--- src/design/sto_defs.svh ---
// Purpose: Offsets, field positions, reset values and timing counts of the torque off selector.
// Assumes: 200 MHz ref_clk.
// Notes: Definitions only.
`ifndef STO_DEFS_SVH
`define STO_DEFS_SVH
// Register byte offsets.
`define STO_OFS_CONFIG 8'h00
`define STO_OFS_STATUS 8'h04
`define STO_OFS_EVENTS 8'h08
`define STO_OFS_MASK 8'h0C
`define STO_OFS_HISTORY 8'h10
// Config fields.
`define STO_CFG_COMPL_BIT 0
`define STO_CFG_WARN_BIT 1
// Status fields.
`define STO_ST_SELECTED_BIT 0
`define STO_ST_VALID_BIT 1
`define STO_ST_DISCREP_BIT 2
`define STO_ST_ERR_BIT 3
`define STO_ST_OWE_ERR_BIT 4
`define STO_ST_OWE_WARN_BIT 5
`define STO_ST_TORQUE_BIT 6
// Event fields.
`define STO_EV_INPUT_BIT 0
`define STO_EV_OWE_BIT 1
`define STO_EV_SELECT_BIT 2
`define STO_EV_WIDTH 3
// Reset values.
`define STO_CONFIG_RST 2'h0
`define STO_MASK_RST 3'h0
// Discrepancy tolerance.
`define STO_TOL_MS 100
`define STO_CLK_MHZ 200
`define STO_TOL_CYCLES (`STO_TOL_MS * 1000 * `STO_CLK_MHZ)
`endif

--- src/design/sto_pkg.sv ---
// Purpose: Types shared by the torque off selector.
// Assumes: Nothing.
// Notes: Constants live in sto_defs.svh.
package sto_pkg;
    // Interpretation of the two selection contacts.
    typedef enum logic [0:0] {STO_PAIR_NCNC = 1'b0, STO_PAIR_NCNO = 1'b1} sto_pair_e;
    // Supervisor states.
    typedef enum logic [1:0]
    {
        STO_IDLE = 2'b00,
        STO_DISCREP = 2'b01,
        STO_FAULT = 2'b10
    } sto_state_e;
    // Synchronised selection channels.
    typedef struct packed
    {
        logic ch1;
        logic ch2;
    } sto_chan_s;
endpackage

--- src/design/sto_select.sv ---
// Purpose: Safe torque off selection supervisor with AXI4-Lite registers and interrupt.
// Assumes: Contacts are closed when high; ref_clk at 200 MHz; sys_rst synchronous active high.
// Notes: Torque is withheld whenever any channel asks for the safe state.
//
// Implementation choices: the AXI4-Lite slave port and the register addresses.
`timescale 1ns/1ps
`include "sto_defs.svh"
module sto_select
    import sto_pkg::*;
#(
    parameter int TOL_CYCLES = `STO_TOL_CYCLES
)
(
    input wire logic ref_clk,
    input wire logic sys_rst,
    input wire logic sel_ch1_pin,
    input wire logic sel_ch2_pin,
    input wire logic drive_enable_pin,
    output logic torque_enable,
    output logic ack_terminal_one,
    output logic ack_terminal_two,
    output logic input_check_error,
    output logic off_while_enabled_error,
    output logic off_while_enabled_warning,
    output logic irq,
    input wire logic [7:0] s_axi_awaddr,
    input wire logic s_axi_awvalid,
    output logic s_axi_awready,
    input wire logic [31:0] s_axi_wdata,
    input wire logic [3:0] s_axi_wstrb,
    input wire logic s_axi_wvalid,
    output logic s_axi_wready,
    output logic [1:0] s_axi_bresp,
    output logic s_axi_bvalid,
    input wire logic s_axi_bready,
    input wire logic [7:0] s_axi_araddr,
    input wire logic s_axi_arvalid,
    output logic s_axi_arready,
    output logic [31:0] s_axi_rdata,
    output logic [1:0] s_axi_rresp,
    output logic s_axi_rvalid,
    input wire logic s_axi_rready
);
    // ****************************************
    // Parameter check
    // ****************************************
    // The timer is 32 bits wide; a zero tolerance would never allow a change.
    if (TOL_CYCLES < 1)
    begin : g_bad_tol
        $error("TOL_CYCLES must be at least one");
    end

    // ****************************************
    // State
    // ****************************************
    // Every flip-flop of the block outside the synchroniser lives in this struct.
    typedef struct packed
    {
        sto_state_e fsm;
        logic [31:0] timer;
        logic [1:0] cfg;
        logic [`STO_EV_WIDTH-1:0] events;
        logic [`STO_EV_WIDTH-1:0] mask;
        logic [7:0] history;
        logic err_latch;
        logic owe_err;
        logic owe_warn;
        logic selected;
        logic aw_got;
        logic w_got;
        logic [7:0] aw_addr;
        logic [31:0] w_data;
        logic [3:0] w_strb;
        logic bvalid;
        logic bresp_err;
        logic rvalid;
        logic [31:0] rdata;
        logic rresp_err;
    } sto_state_s;

    sto_state_s state_reg;
    sto_state_s state_next;
    logic [2:0] pins_sync; // Synchronised ch1, ch2, drive enable.
    sto_chan_s chan; // Channels after the two flops.
    logic drive_en; // Synchronised drive enable.
    logic ch1_sel; // Channel 1 asks for torque off.
    logic ch2_sel; // Channel 2 asks for torque off.
    logic agree; // Both channels say the same.
    logic any_sel; // Either channel asks for torque off.
    logic owe_event; // Selection arriving while drive is enabled.
    logic [`STO_EV_WIDTH-1:0] ev_set; // Hardware event pulses.
    logic [31:0] status_word; // Live status view.
    logic wr_fire; // Write address and data both held.
    logic rd_fire; // Read address accepted.

    // ****************************************
    // Input synchronisation
    // ****************************************
    sto_sync #(.WIDTH(3)) u_sync
    (
        .ref_clk(ref_clk),
        .sys_rst(sys_rst),
        .async_in({sel_ch1_pin, sel_ch2_pin, drive_enable_pin}),
        .sync_out(pins_sync)
    );

    assign chan = '{ch1: pins_sync[2], ch2: pins_sync[1]};
    assign drive_en = pins_sync[0];

    // Decode the register offset; used by both read and write paths.
    function automatic logic [2:0] reg_index(input logic [7:0] addr);
        case (addr)
            `STO_OFS_CONFIG: reg_index = 3'h1;
            `STO_OFS_STATUS: reg_index = 3'h2;
            `STO_OFS_EVENTS: reg_index = 3'h3;
            `STO_OFS_MASK: reg_index = 3'h4;
            `STO_OFS_HISTORY: reg_index = 3'h5;
            default: reg_index = 3'h0;
        endcase
    endfunction

    // ****************************************
    // Channel interpretation
    // ****************************************
    // two channel selection
    // pairing by setting
    // Channel 1 is always a closed contact that opens to select. Channel 2
    // either opens too, or in the complementary pairing closes to select.
    assign ch1_sel = ~chan.ch1;
    assign ch2_sel = (sto_pair_e'(state_reg.cfg[`STO_CFG_COMPL_BIT]) == STO_PAIR_NCNO) ? chan.ch2 : ~chan.ch2;
    assign agree = (ch1_sel == ch2_sel);
    assign any_sel = ch1_sel | ch2_sel;

    assign owe_event = any_sel & ~state_reg.selected & drive_en;
    // Fault entry is taken from the registered timer, not from the next state, so the
    // event does not feed back into the next-state process that reads it.
    assign ev_set[`STO_EV_INPUT_BIT] = (state_reg.fsm == STO_DISCREP) & ~agree
        & (state_reg.timer >= 32'(TOL_CYCLES));
    assign ev_set[`STO_EV_OWE_BIT] = owe_event;
    assign ev_set[`STO_EV_SELECT_BIT] = any_sel & ~state_reg.selected;

    always_comb
    begin
        status_word = '0;
        status_word[`STO_ST_SELECTED_BIT] = state_reg.selected;
        status_word[`STO_ST_VALID_BIT] = (state_reg.fsm == STO_IDLE);
        status_word[`STO_ST_DISCREP_BIT] = (state_reg.fsm == STO_DISCREP);
        status_word[`STO_ST_ERR_BIT] = state_reg.err_latch;
        status_word[`STO_ST_OWE_ERR_BIT] = state_reg.owe_err;
        status_word[`STO_ST_OWE_WARN_BIT] = state_reg.owe_warn;
        status_word[`STO_ST_TORQUE_BIT] = torque_enable;
    end

    assign wr_fire = state_reg.aw_got & state_reg.w_got & ~state_reg.bvalid;
    assign rd_fire = s_axi_arvalid & s_axi_arready;

    // ****************************************
    // Next state
    // ****************************************
    // Supervisor, diagnostics and bus slave in one pass.
    always_comb
    begin
        state_next = state_reg;
        state_next.selected = any_sel;
        case (state_reg.fsm)
            STO_IDLE:
            begin
                // First channel moved; start counting.
                if (!agree)
                begin
                    state_next.fsm = STO_DISCREP;
                    state_next.timer = 32'h0000_0001;
                end
            end
            STO_DISCREP:
            begin
                if (agree)
                begin
                    state_next.fsm = STO_IDLE;
                    state_next.timer = '0;
                end
                else if (state_reg.timer >= 32'(TOL_CYCLES))
                begin
                    state_next.fsm = STO_FAULT;
                end
                else
                begin
                    state_next.timer = state_reg.timer + 32'h0000_0001;
                end
            end
            STO_FAULT:
            begin
                // Stays invalid until the channels agree again.
                if (agree)
                begin
                    state_next.fsm = STO_IDLE;
                    state_next.timer = '0;
                end
            end
            default:
            begin
                state_next.fsm = STO_IDLE;
            end
        endcase

        if (ev_set[`STO_EV_INPUT_BIT])
        begin
            state_next.err_latch = 1'b1;
        end

        if (owe_event)
        begin
            if (state_reg.cfg[`STO_CFG_WARN_BIT])
            begin
                state_next.owe_warn = 1'b1;
            end
            else
            begin
                state_next.owe_err = 1'b1;
            end
            if (state_reg.history != 8'hFF)
            begin
                state_next.history = state_reg.history + 8'h01;
            end
        end
        else if (!drive_en)
        begin
            state_next.owe_warn = 1'b0;
        end

        // Write channel capture; address and data in either order.
        if (s_axi_awvalid && s_axi_awready)
        begin
            state_next.aw_got = 1'b1;
            state_next.aw_addr = s_axi_awaddr;
        end
        if (s_axi_wvalid && s_axi_wready)
        begin
            state_next.w_got = 1'b1;
            state_next.w_data = s_axi_wdata;
            state_next.w_strb = s_axi_wstrb;
        end

        // Events: clear by writing one, set wins over clear.
        if (wr_fire)
        begin
            state_next.aw_got = 1'b0;
            state_next.w_got = 1'b0;
            state_next.bvalid = 1'b1;
            state_next.bresp_err = 1'b0;
            case (reg_index(state_reg.aw_addr))
                3'h1:
                begin
                    if (state_reg.w_strb[0])
                    begin
                        state_next.cfg = state_reg.w_data[1:0];
                        // Writing the config also acknowledges latched faults; a fault of the
                        // same cycle is kept, reported in the mode that was in force.
                        state_next.err_latch = ev_set[`STO_EV_INPUT_BIT];
                        state_next.owe_err = owe_event & ~state_reg.cfg[`STO_CFG_WARN_BIT];
                    end
                end
                3'h2, 3'h5:
                begin
                    // Read only; write ignored.
                    state_next.bresp_err = 1'b0;
                end
                3'h3:
                begin
                    if (state_reg.w_strb[0])
                    begin
                        state_next.events = (state_reg.events & ~state_reg.w_data[`STO_EV_WIDTH-1:0]) | ev_set;
                    end
                end
                3'h4:
                begin
                    if (state_reg.w_strb[0])
                    begin
                        state_next.mask = state_reg.w_data[`STO_EV_WIDTH-1:0];
                    end
                end
                default:
                begin
                    state_next.bresp_err = 1'b1;
                end
            endcase
        end
        if (!(wr_fire && reg_index(state_reg.aw_addr) == 3'h3 && state_reg.w_strb[0]))
        begin
            state_next.events = state_next.events | ev_set;
        end
        if (state_reg.bvalid && s_axi_bready)
        begin
            state_next.bvalid = 1'b0;
        end

        // Read channel.
        if (rd_fire)
        begin
            state_next.rvalid = 1'b1;
            state_next.rresp_err = 1'b0;
            case (reg_index(s_axi_araddr))
                3'h1: state_next.rdata = {30'h0, state_reg.cfg};
                3'h2: state_next.rdata = status_word;
                3'h3: state_next.rdata = {29'h0, state_reg.events};
                3'h4: state_next.rdata = {29'h0, state_reg.mask};
                3'h5: state_next.rdata = {24'h0, state_reg.history};
                default:
                begin
                    state_next.rdata = '0;
                    state_next.rresp_err = 1'b1;
                end
            endcase
        end
        else if (state_reg.rvalid && s_axi_rready)
        begin
            state_next.rvalid = 1'b0;
        end
    end

    // ****************************************
    // Registers
    // ****************************************
    always_ff @(posedge ref_clk)
    begin
        if (sys_rst)
        begin
            state_reg <= '0;
            state_reg.fsm <= STO_IDLE;
            state_reg.cfg <= `STO_CONFIG_RST;
            // The synchroniser resets to open contacts, which reads as selected; starting
            // selected avoids a false selection event just after reset.
            state_reg.selected <= 1'b1;
            state_reg.mask <= `STO_MASK_RST;
        end
        else
        begin
            state_reg <= state_next;
        end
    end

    // ****************************************
    // Outputs
    // ****************************************
    // immediate torque cut
    // Any selecting channel, even one still in discrepancy, removes torque; no ramp.
    assign torque_enable = drive_en & ~state_reg.selected & (state_reg.fsm != STO_FAULT);
    // changeover feedback contact
    // Terminal one closes in the safe state, terminal two otherwise.
    assign ack_terminal_one = ~torque_enable;
    assign ack_terminal_two = torque_enable;
    assign input_check_error = state_reg.err_latch;
    assign off_while_enabled_error = state_reg.owe_err;
    assign off_while_enabled_warning = state_reg.owe_warn;
    assign irq = |(state_reg.events & state_reg.mask);
    assign s_axi_awready = ~state_reg.aw_got & ~state_reg.bvalid;
    assign s_axi_wready = ~state_reg.w_got & ~state_reg.bvalid;
    assign s_axi_bvalid = state_reg.bvalid;
    assign s_axi_bresp = state_reg.bresp_err ? 2'h2 : 2'h0;
    assign s_axi_arready = ~state_reg.rvalid;
    assign s_axi_rvalid = state_reg.rvalid;
    assign s_axi_rdata = state_reg.rdata;
    assign s_axi_rresp = state_reg.rresp_err ? 2'h2 : 2'h0;
endmodule

--- src/design/sto_sync.sv ---
// Purpose: Two flop synchroniser for the selection contacts and drive enable.
// Assumes: Inputs are asynchronous pins.
// Notes: First stage feeds only the second stage.
`timescale 1ns/1ps
module sto_sync
    import sto_pkg::*;
#(
    parameter int WIDTH = 3
)
(
    input wire logic ref_clk,
    input wire logic sys_rst,
    input wire logic [WIDTH-1:0] async_in,
    output logic [WIDTH-1:0] sync_out
);
    // All state of the synchroniser.
    typedef struct packed
    {
        logic [WIDTH-1:0] meta;
        logic [WIDTH-1:0] held;
    } sto_sync_s;

    sto_sync_s state_reg;
    sto_sync_s state_next;

    // Width must be at least one.
    if (WIDTH < 1)
    begin : g_bad
        $error("sto_sync WIDTH must be positive");
    end

    // Shift the pins through two stages.
    always_comb
    begin
        state_next.meta = async_in;
        state_next.held = state_reg.meta;
    end

    // Register the copy; reset to contacts open.
    always_ff @(posedge ref_clk)
    begin
        if (sys_rst)
        begin
            state_reg <= '0;
        end
        else
        begin
            state_reg <= state_next;
        end
    end

    assign sync_out = state_reg.held;
endmodule

--- config.mk ---
export PLATFORM = sky130hd
export DESIGN_NAME = sto_select
export DESIGN_NICKNAME = d
export VERILOG_FILES = /design/src/design/sto_pkg.sv /design/src/design/sto_select.sv /design/src/design/sto_sync.sv
export VERILOG_INCLUDE_DIRS = /design/src /design/src/design
export SDC_FILE = /design/constraint.sdc
export NUM_CORES = 1
export LEC_CHECK = 0
export BUFFER_PORTS_ARGS = -buffer_cell sky130_fd_sc_hd__buf_2
export CORE_MARGIN = 2
export CORE_UTILIZATION = 53
export DETAILED_ROUTE_END_ITERATION = 8
export PLACE_DENSITY = 0.77
export SYNTH_ARGS = -nofsm -noshare
export SYNTH_HDL_FRONTEND = slang
export SYNTH_HIERARCHICAL = 1
export SYNTH_SLANG_ARGS = --single-unit
--- constraint.sdc ---
create_clock -name ref_clk -period 3.2 [get_ports ref_clk]
set_input_delay 0.32 -clock ref_clk [delete_from_list [all_inputs] [get_ports ref_clk]]
set_output_delay 0.32 -clock ref_clk [all_outputs]
set_load 0.01 [all_outputs]
After elaboration in Yosys (flattened, before gate mapping)
Index checks and enable logic that the tools add are counted.

Output and inout bits: 48. Latch bits: 0. Bits in read-only memories: 0. Bits in writable memories: 0. Memories kept: 0. Bits in registers: 110. Word-level logic and storage cells: 139. Bits of input ports: 62.

Shifts and indexed selects: 0. Muxes and demuxes: 34. Order comparisons: 1. Reduce and logical (&&, ||, !) cells: 22. Bitwise gates (word level): 28. Multipliers: 0. $add $sub $neg: 2. Equal/unequal tests: 30. Divide/modulo/power cells: 0.

Operators by type and width (count): 34-bit 2-to-1 mux (3); 32-bit case mux with 3 select lines (1); 8-bit case mux with 5 select lines (1); 32-bit by 1-bit adder with 32-bit output, second input constant (1); 8-bit by 4-bit == test with 1-bit output, second input constant (4); 32-bit by 25-bit >= comparator with 1-bit output, second input constant (1); 32-bit 2-to-1 mux (1); 3-bit case mux with 5 select lines (2); 3-bit 2-to-1 mux (7); 8-bit by 3-bit == test with 1-bit output, second input constant (2); 8-bit by 5-bit == test with 1-bit output, second input constant (2); 8-bit logical NOT (2); 3-bit by 2-bit == test with 1-bit output, second input constant (5); 1-bit bitwise AND (12); 3-bit == test, second input constant (4); 2-bit 2-to-1 mux (6); 1-bit 2-to-1 mux (11); 2-bit != test, second input constant (5); 1-bit inverter (10); 5-bit OR reduction (2); 3-bit AND reduction (3); 8-bit by 1-bit adder with 8-bit output, second input constant (1); 8-bit != test, second input constant (1); 3-bit bitwise AND (2); 19 further kinds (28).

Longest topological paths before layout
Word-level depth: 12. Mapped depth: 9. Gate-level depth less buffers: 8.

Cells and area by module
Netlist, hierarchy kept.

By module, submodules not included: sto_select (area an instance 4003.8 um^2, instances 1, sequential area each 1601.5 um^2, cells an instance 467); sto_sync (area an instance 157.7 um^2, instances 1, sequential area each 120.1 um^2, cells an instance 12).

Worst setup path before layout
OpenSTA, ideal clock, no wires.

Path type: reg-to-reg. From: register state_reg[100] (netlist bit). To: register state_reg[124] (netlist bit). Library setup time: 0.070 ns. Data required time: 3.130 ns. Buffers on the path: 0. Slack: 0.959 ns. Period minus slack after synthesis: 2.241 ns. Arrival: 2.171 ns. Stages on the path, launching flop included: 9. Cells stage by stage: dfxtp_1 -> xor2_1 -> ha_1 -> mux2i_1 -> nand3_1 -> nor2_4 -> nand3_4 -> or4_1 -> a21oi_1.

Word-level cells in the longest chain between the ends: 4. Elaborated cells between the ends (all ways): 8. Classes of those cells: eq/ne: 4; mux: 3; reduce/logical: 1.

RTL lines: start: declaration (RTL line sto_select.sv:81) `sto_state_s state_reg;`; start signal: assignment (RTL line sto_select.sv:338) `state_reg <= state_next;`; 1-bit 2-to-1 mux (*) (RTL line sto_select.sv:130) `` assign ch2_sel = (sto_pair_e'(state_reg.cfg[`STO_CFG_COMPL_BIT]) == STO_PAIR_NCNO) ? chan.ch2 : ~chan.ch2; ``; 1-bit == test (*) (RTL line sto_select.sv:131) `assign agree = (ch1_sel == ch2_sel);`; 3-bit != test (no line) (tied with other cells); 4-bit AND reduction (no line) / 32-bit case mux with 3 select lines (equally long branches).

Mark *: on every way between the ends. The rest lies on a longest branch, timed or not. A chain may end at the register's enable or synchronous reset.

Worst setup path after layout
Same ends and word-level chain as after synthesis.

==> flow_summary.ini <==
[sta]
setup_violations = 0
fmax_mhz = 382.1
tns_ps = 0
report.final.slew_viol_count = 0
finalHoldViolCount = 0
holdWs_ps = 132.2
slew_headroom_pct = 40.87
clock_skew_ps = 14.57
min_period_over_period_pct = 81.79
worst_pin_slew_ps = 885.1
fin_crit_ps = 2617
rsz0062_at_grt = false

[grt]
gr-total-overflow = 0
grt_max_degree = 32
grt_pass1_wl_um = 14100
antenna_found_initial = 0
grt_pass1_vias = 3172
grt_use_total_pct = 20.19

[routing]
ant_nets = 0
wl_per_cell_um = 13.27
drtIter0Drc = 142
wl_um = 8268
num_vias = 3357
vias_per_cell = 5.388
dr.pass1.iters = 4
drc_errors = 0

[critical_path]
arrival_ps = 2910
start_kind = register
path_class = register to register
worstPathRequired_ps = 3490
path_max_fanout = 8
crit_path_end_kind = register

[clock_network]
cts.repair.resized = 0
clkTransAtPathRegs_ps = 90
cts_tree = built
clkLatencyLatePin_ps = 370
h-tree-depth = 3
postCtsSetupBuffers = 0
hold_buffers = 0
clkSinkCount = 86
clockBufferDepth = 2
cts-root-buf = clkbuf_8
cts_buffers = 9

[floorplanning]
rows = 32
die_y_um = 92.61
die_x_um = 92.61
ios = 110
initial_core_util_pct = 54.42
dieArea_um2 = 8577
core_area_um2 = 7647

[power_and_ir_drop]
powerDensity_nw_per_um2 = 457.4
p_clk_share_pct = 35.7
power_frac_comb_pct = 9.9
power.internal_uw = 1468
seqPwrFrac_pct = 54.4
switching_share_pct = 28.44
p_leak_uw = 0.001848
vdd_drop_max_uv = 283.9
p_sw_uw = 583.4

[cells_and_area]
largest_reg_flops = 67
final_core_utilization_pct = 58.64
nets = 586
areaGrowthSynthToFinish_pct = 7.757
layout_common_cells = dfxtp_1, nor2_1, buf_2
final_cells = 623
final_common_cell = dfxtp_1
drive_gt1_share_pct = 15.93
antenna_cells = 0

[synth]
synthMuxAreaShare_pct = 3.518
synthAdderAreaFrac_pct = 2.405
synth_edf_count = 0
synthArstFlopShare_pct = 0
syn_area_per_cell_um2 = 8.688
synth_top_family_by_area = simple AND/OR/NAND/NOR gates
yosys.area_share.simple_pct = 24.47
yosysWarnings = 6
yosys_register_bits = 86
synthXorXnorAreaFrac_pct = 4.420
synth_cell_types = 60
syn_inst = 479
synthesis.area_um2 = 4161
synth-compound-area-share_pct = 13.35
ys_seq_area_share_pct = 41.37
synth_flop_cell = dfxtp_1

[hold_path]
min_path_type = input pin to register

[flow_run]
maxCapViolations = 0

[placed_design]
gp_congestion = 0.8234
io_buffers = 51
dp.cells = 607
hpwl_um = 5894

[outcome]
run_status = complete, no violations
-- metrics by stage --
step	setup slack, ps	total power (uW)	area [um2]
floorplan	959.1	1311	4255
global placement	721.1	1339	4300
detailed placement	629.7	1345	4300
CTS	584.4	2073	4484
global route	357.2	2137	4484
finish	582.6	2051	4484
-- cell families (layout without fill, tap and decap cells) --
kind of cell / Yosys count / in the layout
mux: 12 / 12
compound gates: 81 / 81
xor+xnor: 21 / 21
flops: 86 / 86
simple gates: 199 / 199
buf+inv: 71 / 88
fa+ha+maj: 8 / 8
other cells: 1 / 26
-- worst max-delay path: stages (launching register included) --
cell	delay (ps)
dfxtp_1	350
xor2_1	170
ha_1	370
mux2i_1	470
nand3_1	190
nor2_4	230
nand3_4	130
or4_1	490
a21oi_1	150
-- power groups by stage --
stage / combinational, uW / sequential, uW / clock, uW
3_3_place_gp: 198 / 1140 / 0
4_1_cts: 204 / 1120 / 753
5_1_grt: 228 / 1120 / 788
2_1_floorplan: 174 / 1140 / 0
6_report: 203 / 1120 / 732
3_5_place_dp: 204 / 1140 / 0
-- path summary, 6_finish.rpt --
path,from,end,slack (ps),cells after the start
max,state_reg[100]$_SDFFE_PP0P_,state_reg[124]$_SDFFE_PP0P_,580,8
min,s_axi_rready,s_axi_rvalid$_SDFFE_PP0P_,130,2
max reg2reg,state_reg[100]$_SDFFE_PP0P_,state_reg[124]$_SDFFE_PP0P_,580,8
min reg2reg,u_sync/state_next[0]$_SDFF_PP0_,u_sync/sync_out[0]$_SDFF_PP0_,450,1
-- Yosys cell counts, types with 3 or more instances --
master | n | area, um2
nor2b_1 | 10 | 62.56
and3_1 | 14 | 87.58
nor2_1 | 65 | 244.0
inv_1 | 17 | 63.81
a211oi_1 | 4 | 30.03
a22o_1 | 4 | 35.03
or3_1 | 6 | 37.54
mux2i_1 | 9 | 90.09
buf_2 | 3 | 15.01
xnor2_1 | 4 | 35.03
or4_1 | 5 | 37.54
nor3_1 | 9 | 45.04
nand3_1 | 18 | 90.09
and2_1 | 4 | 25.02
a21oi_1 | 31 | 155.2
ha_1 | 8 | 100.1
buf_6 | 3 | 33.78
nand2_1 | 37 | 138.9
buf_4 | 37 | 277.8
nand4_1 | 11 | 68.82
dfxtp_1 | 86 | 1722
o21ai_0 | 8 | 40.04
o31ai_1 | 3 | 22.52
and4_1 | 5 | 43.79
clkbuf_1 | 10 | 37.54
xor2_1 | 17 | 148.9
a22oi_1 | 5 | 37.54
a31oi_1 | 6 | 37.54
-- routing by layer --
| layer | vias up | routed length, um | GRT usage [%] | part of all wire, % |
|---|---|---|---|---|
| li1 | 1683 | - | - | - |
| met1 | 1584 | 3711 | 24.99 | 45 |
| met2 | 81 | 4049 | 35.28 | 49 |
| met3 | 9 | 422 | 4.312 | 5.1 |
| met4 | 0 | 85 | 6.127 | 1.0 |
| met5 | - | 0 | 0 | 0 |
-- layout make-up --
type | instances | area [um2]
fill | 709 | 3163
multi-input combinational | 347 | 2102
sequential | 86 | 1722
timing repair buffer | 55 | 285.3
tap | 102 | 127.6
clock buffer | 9 | 123.9
inverter | 17 | 63.81
clock inverter | 7 | 60.06
(Power assumes the default switching activity.)
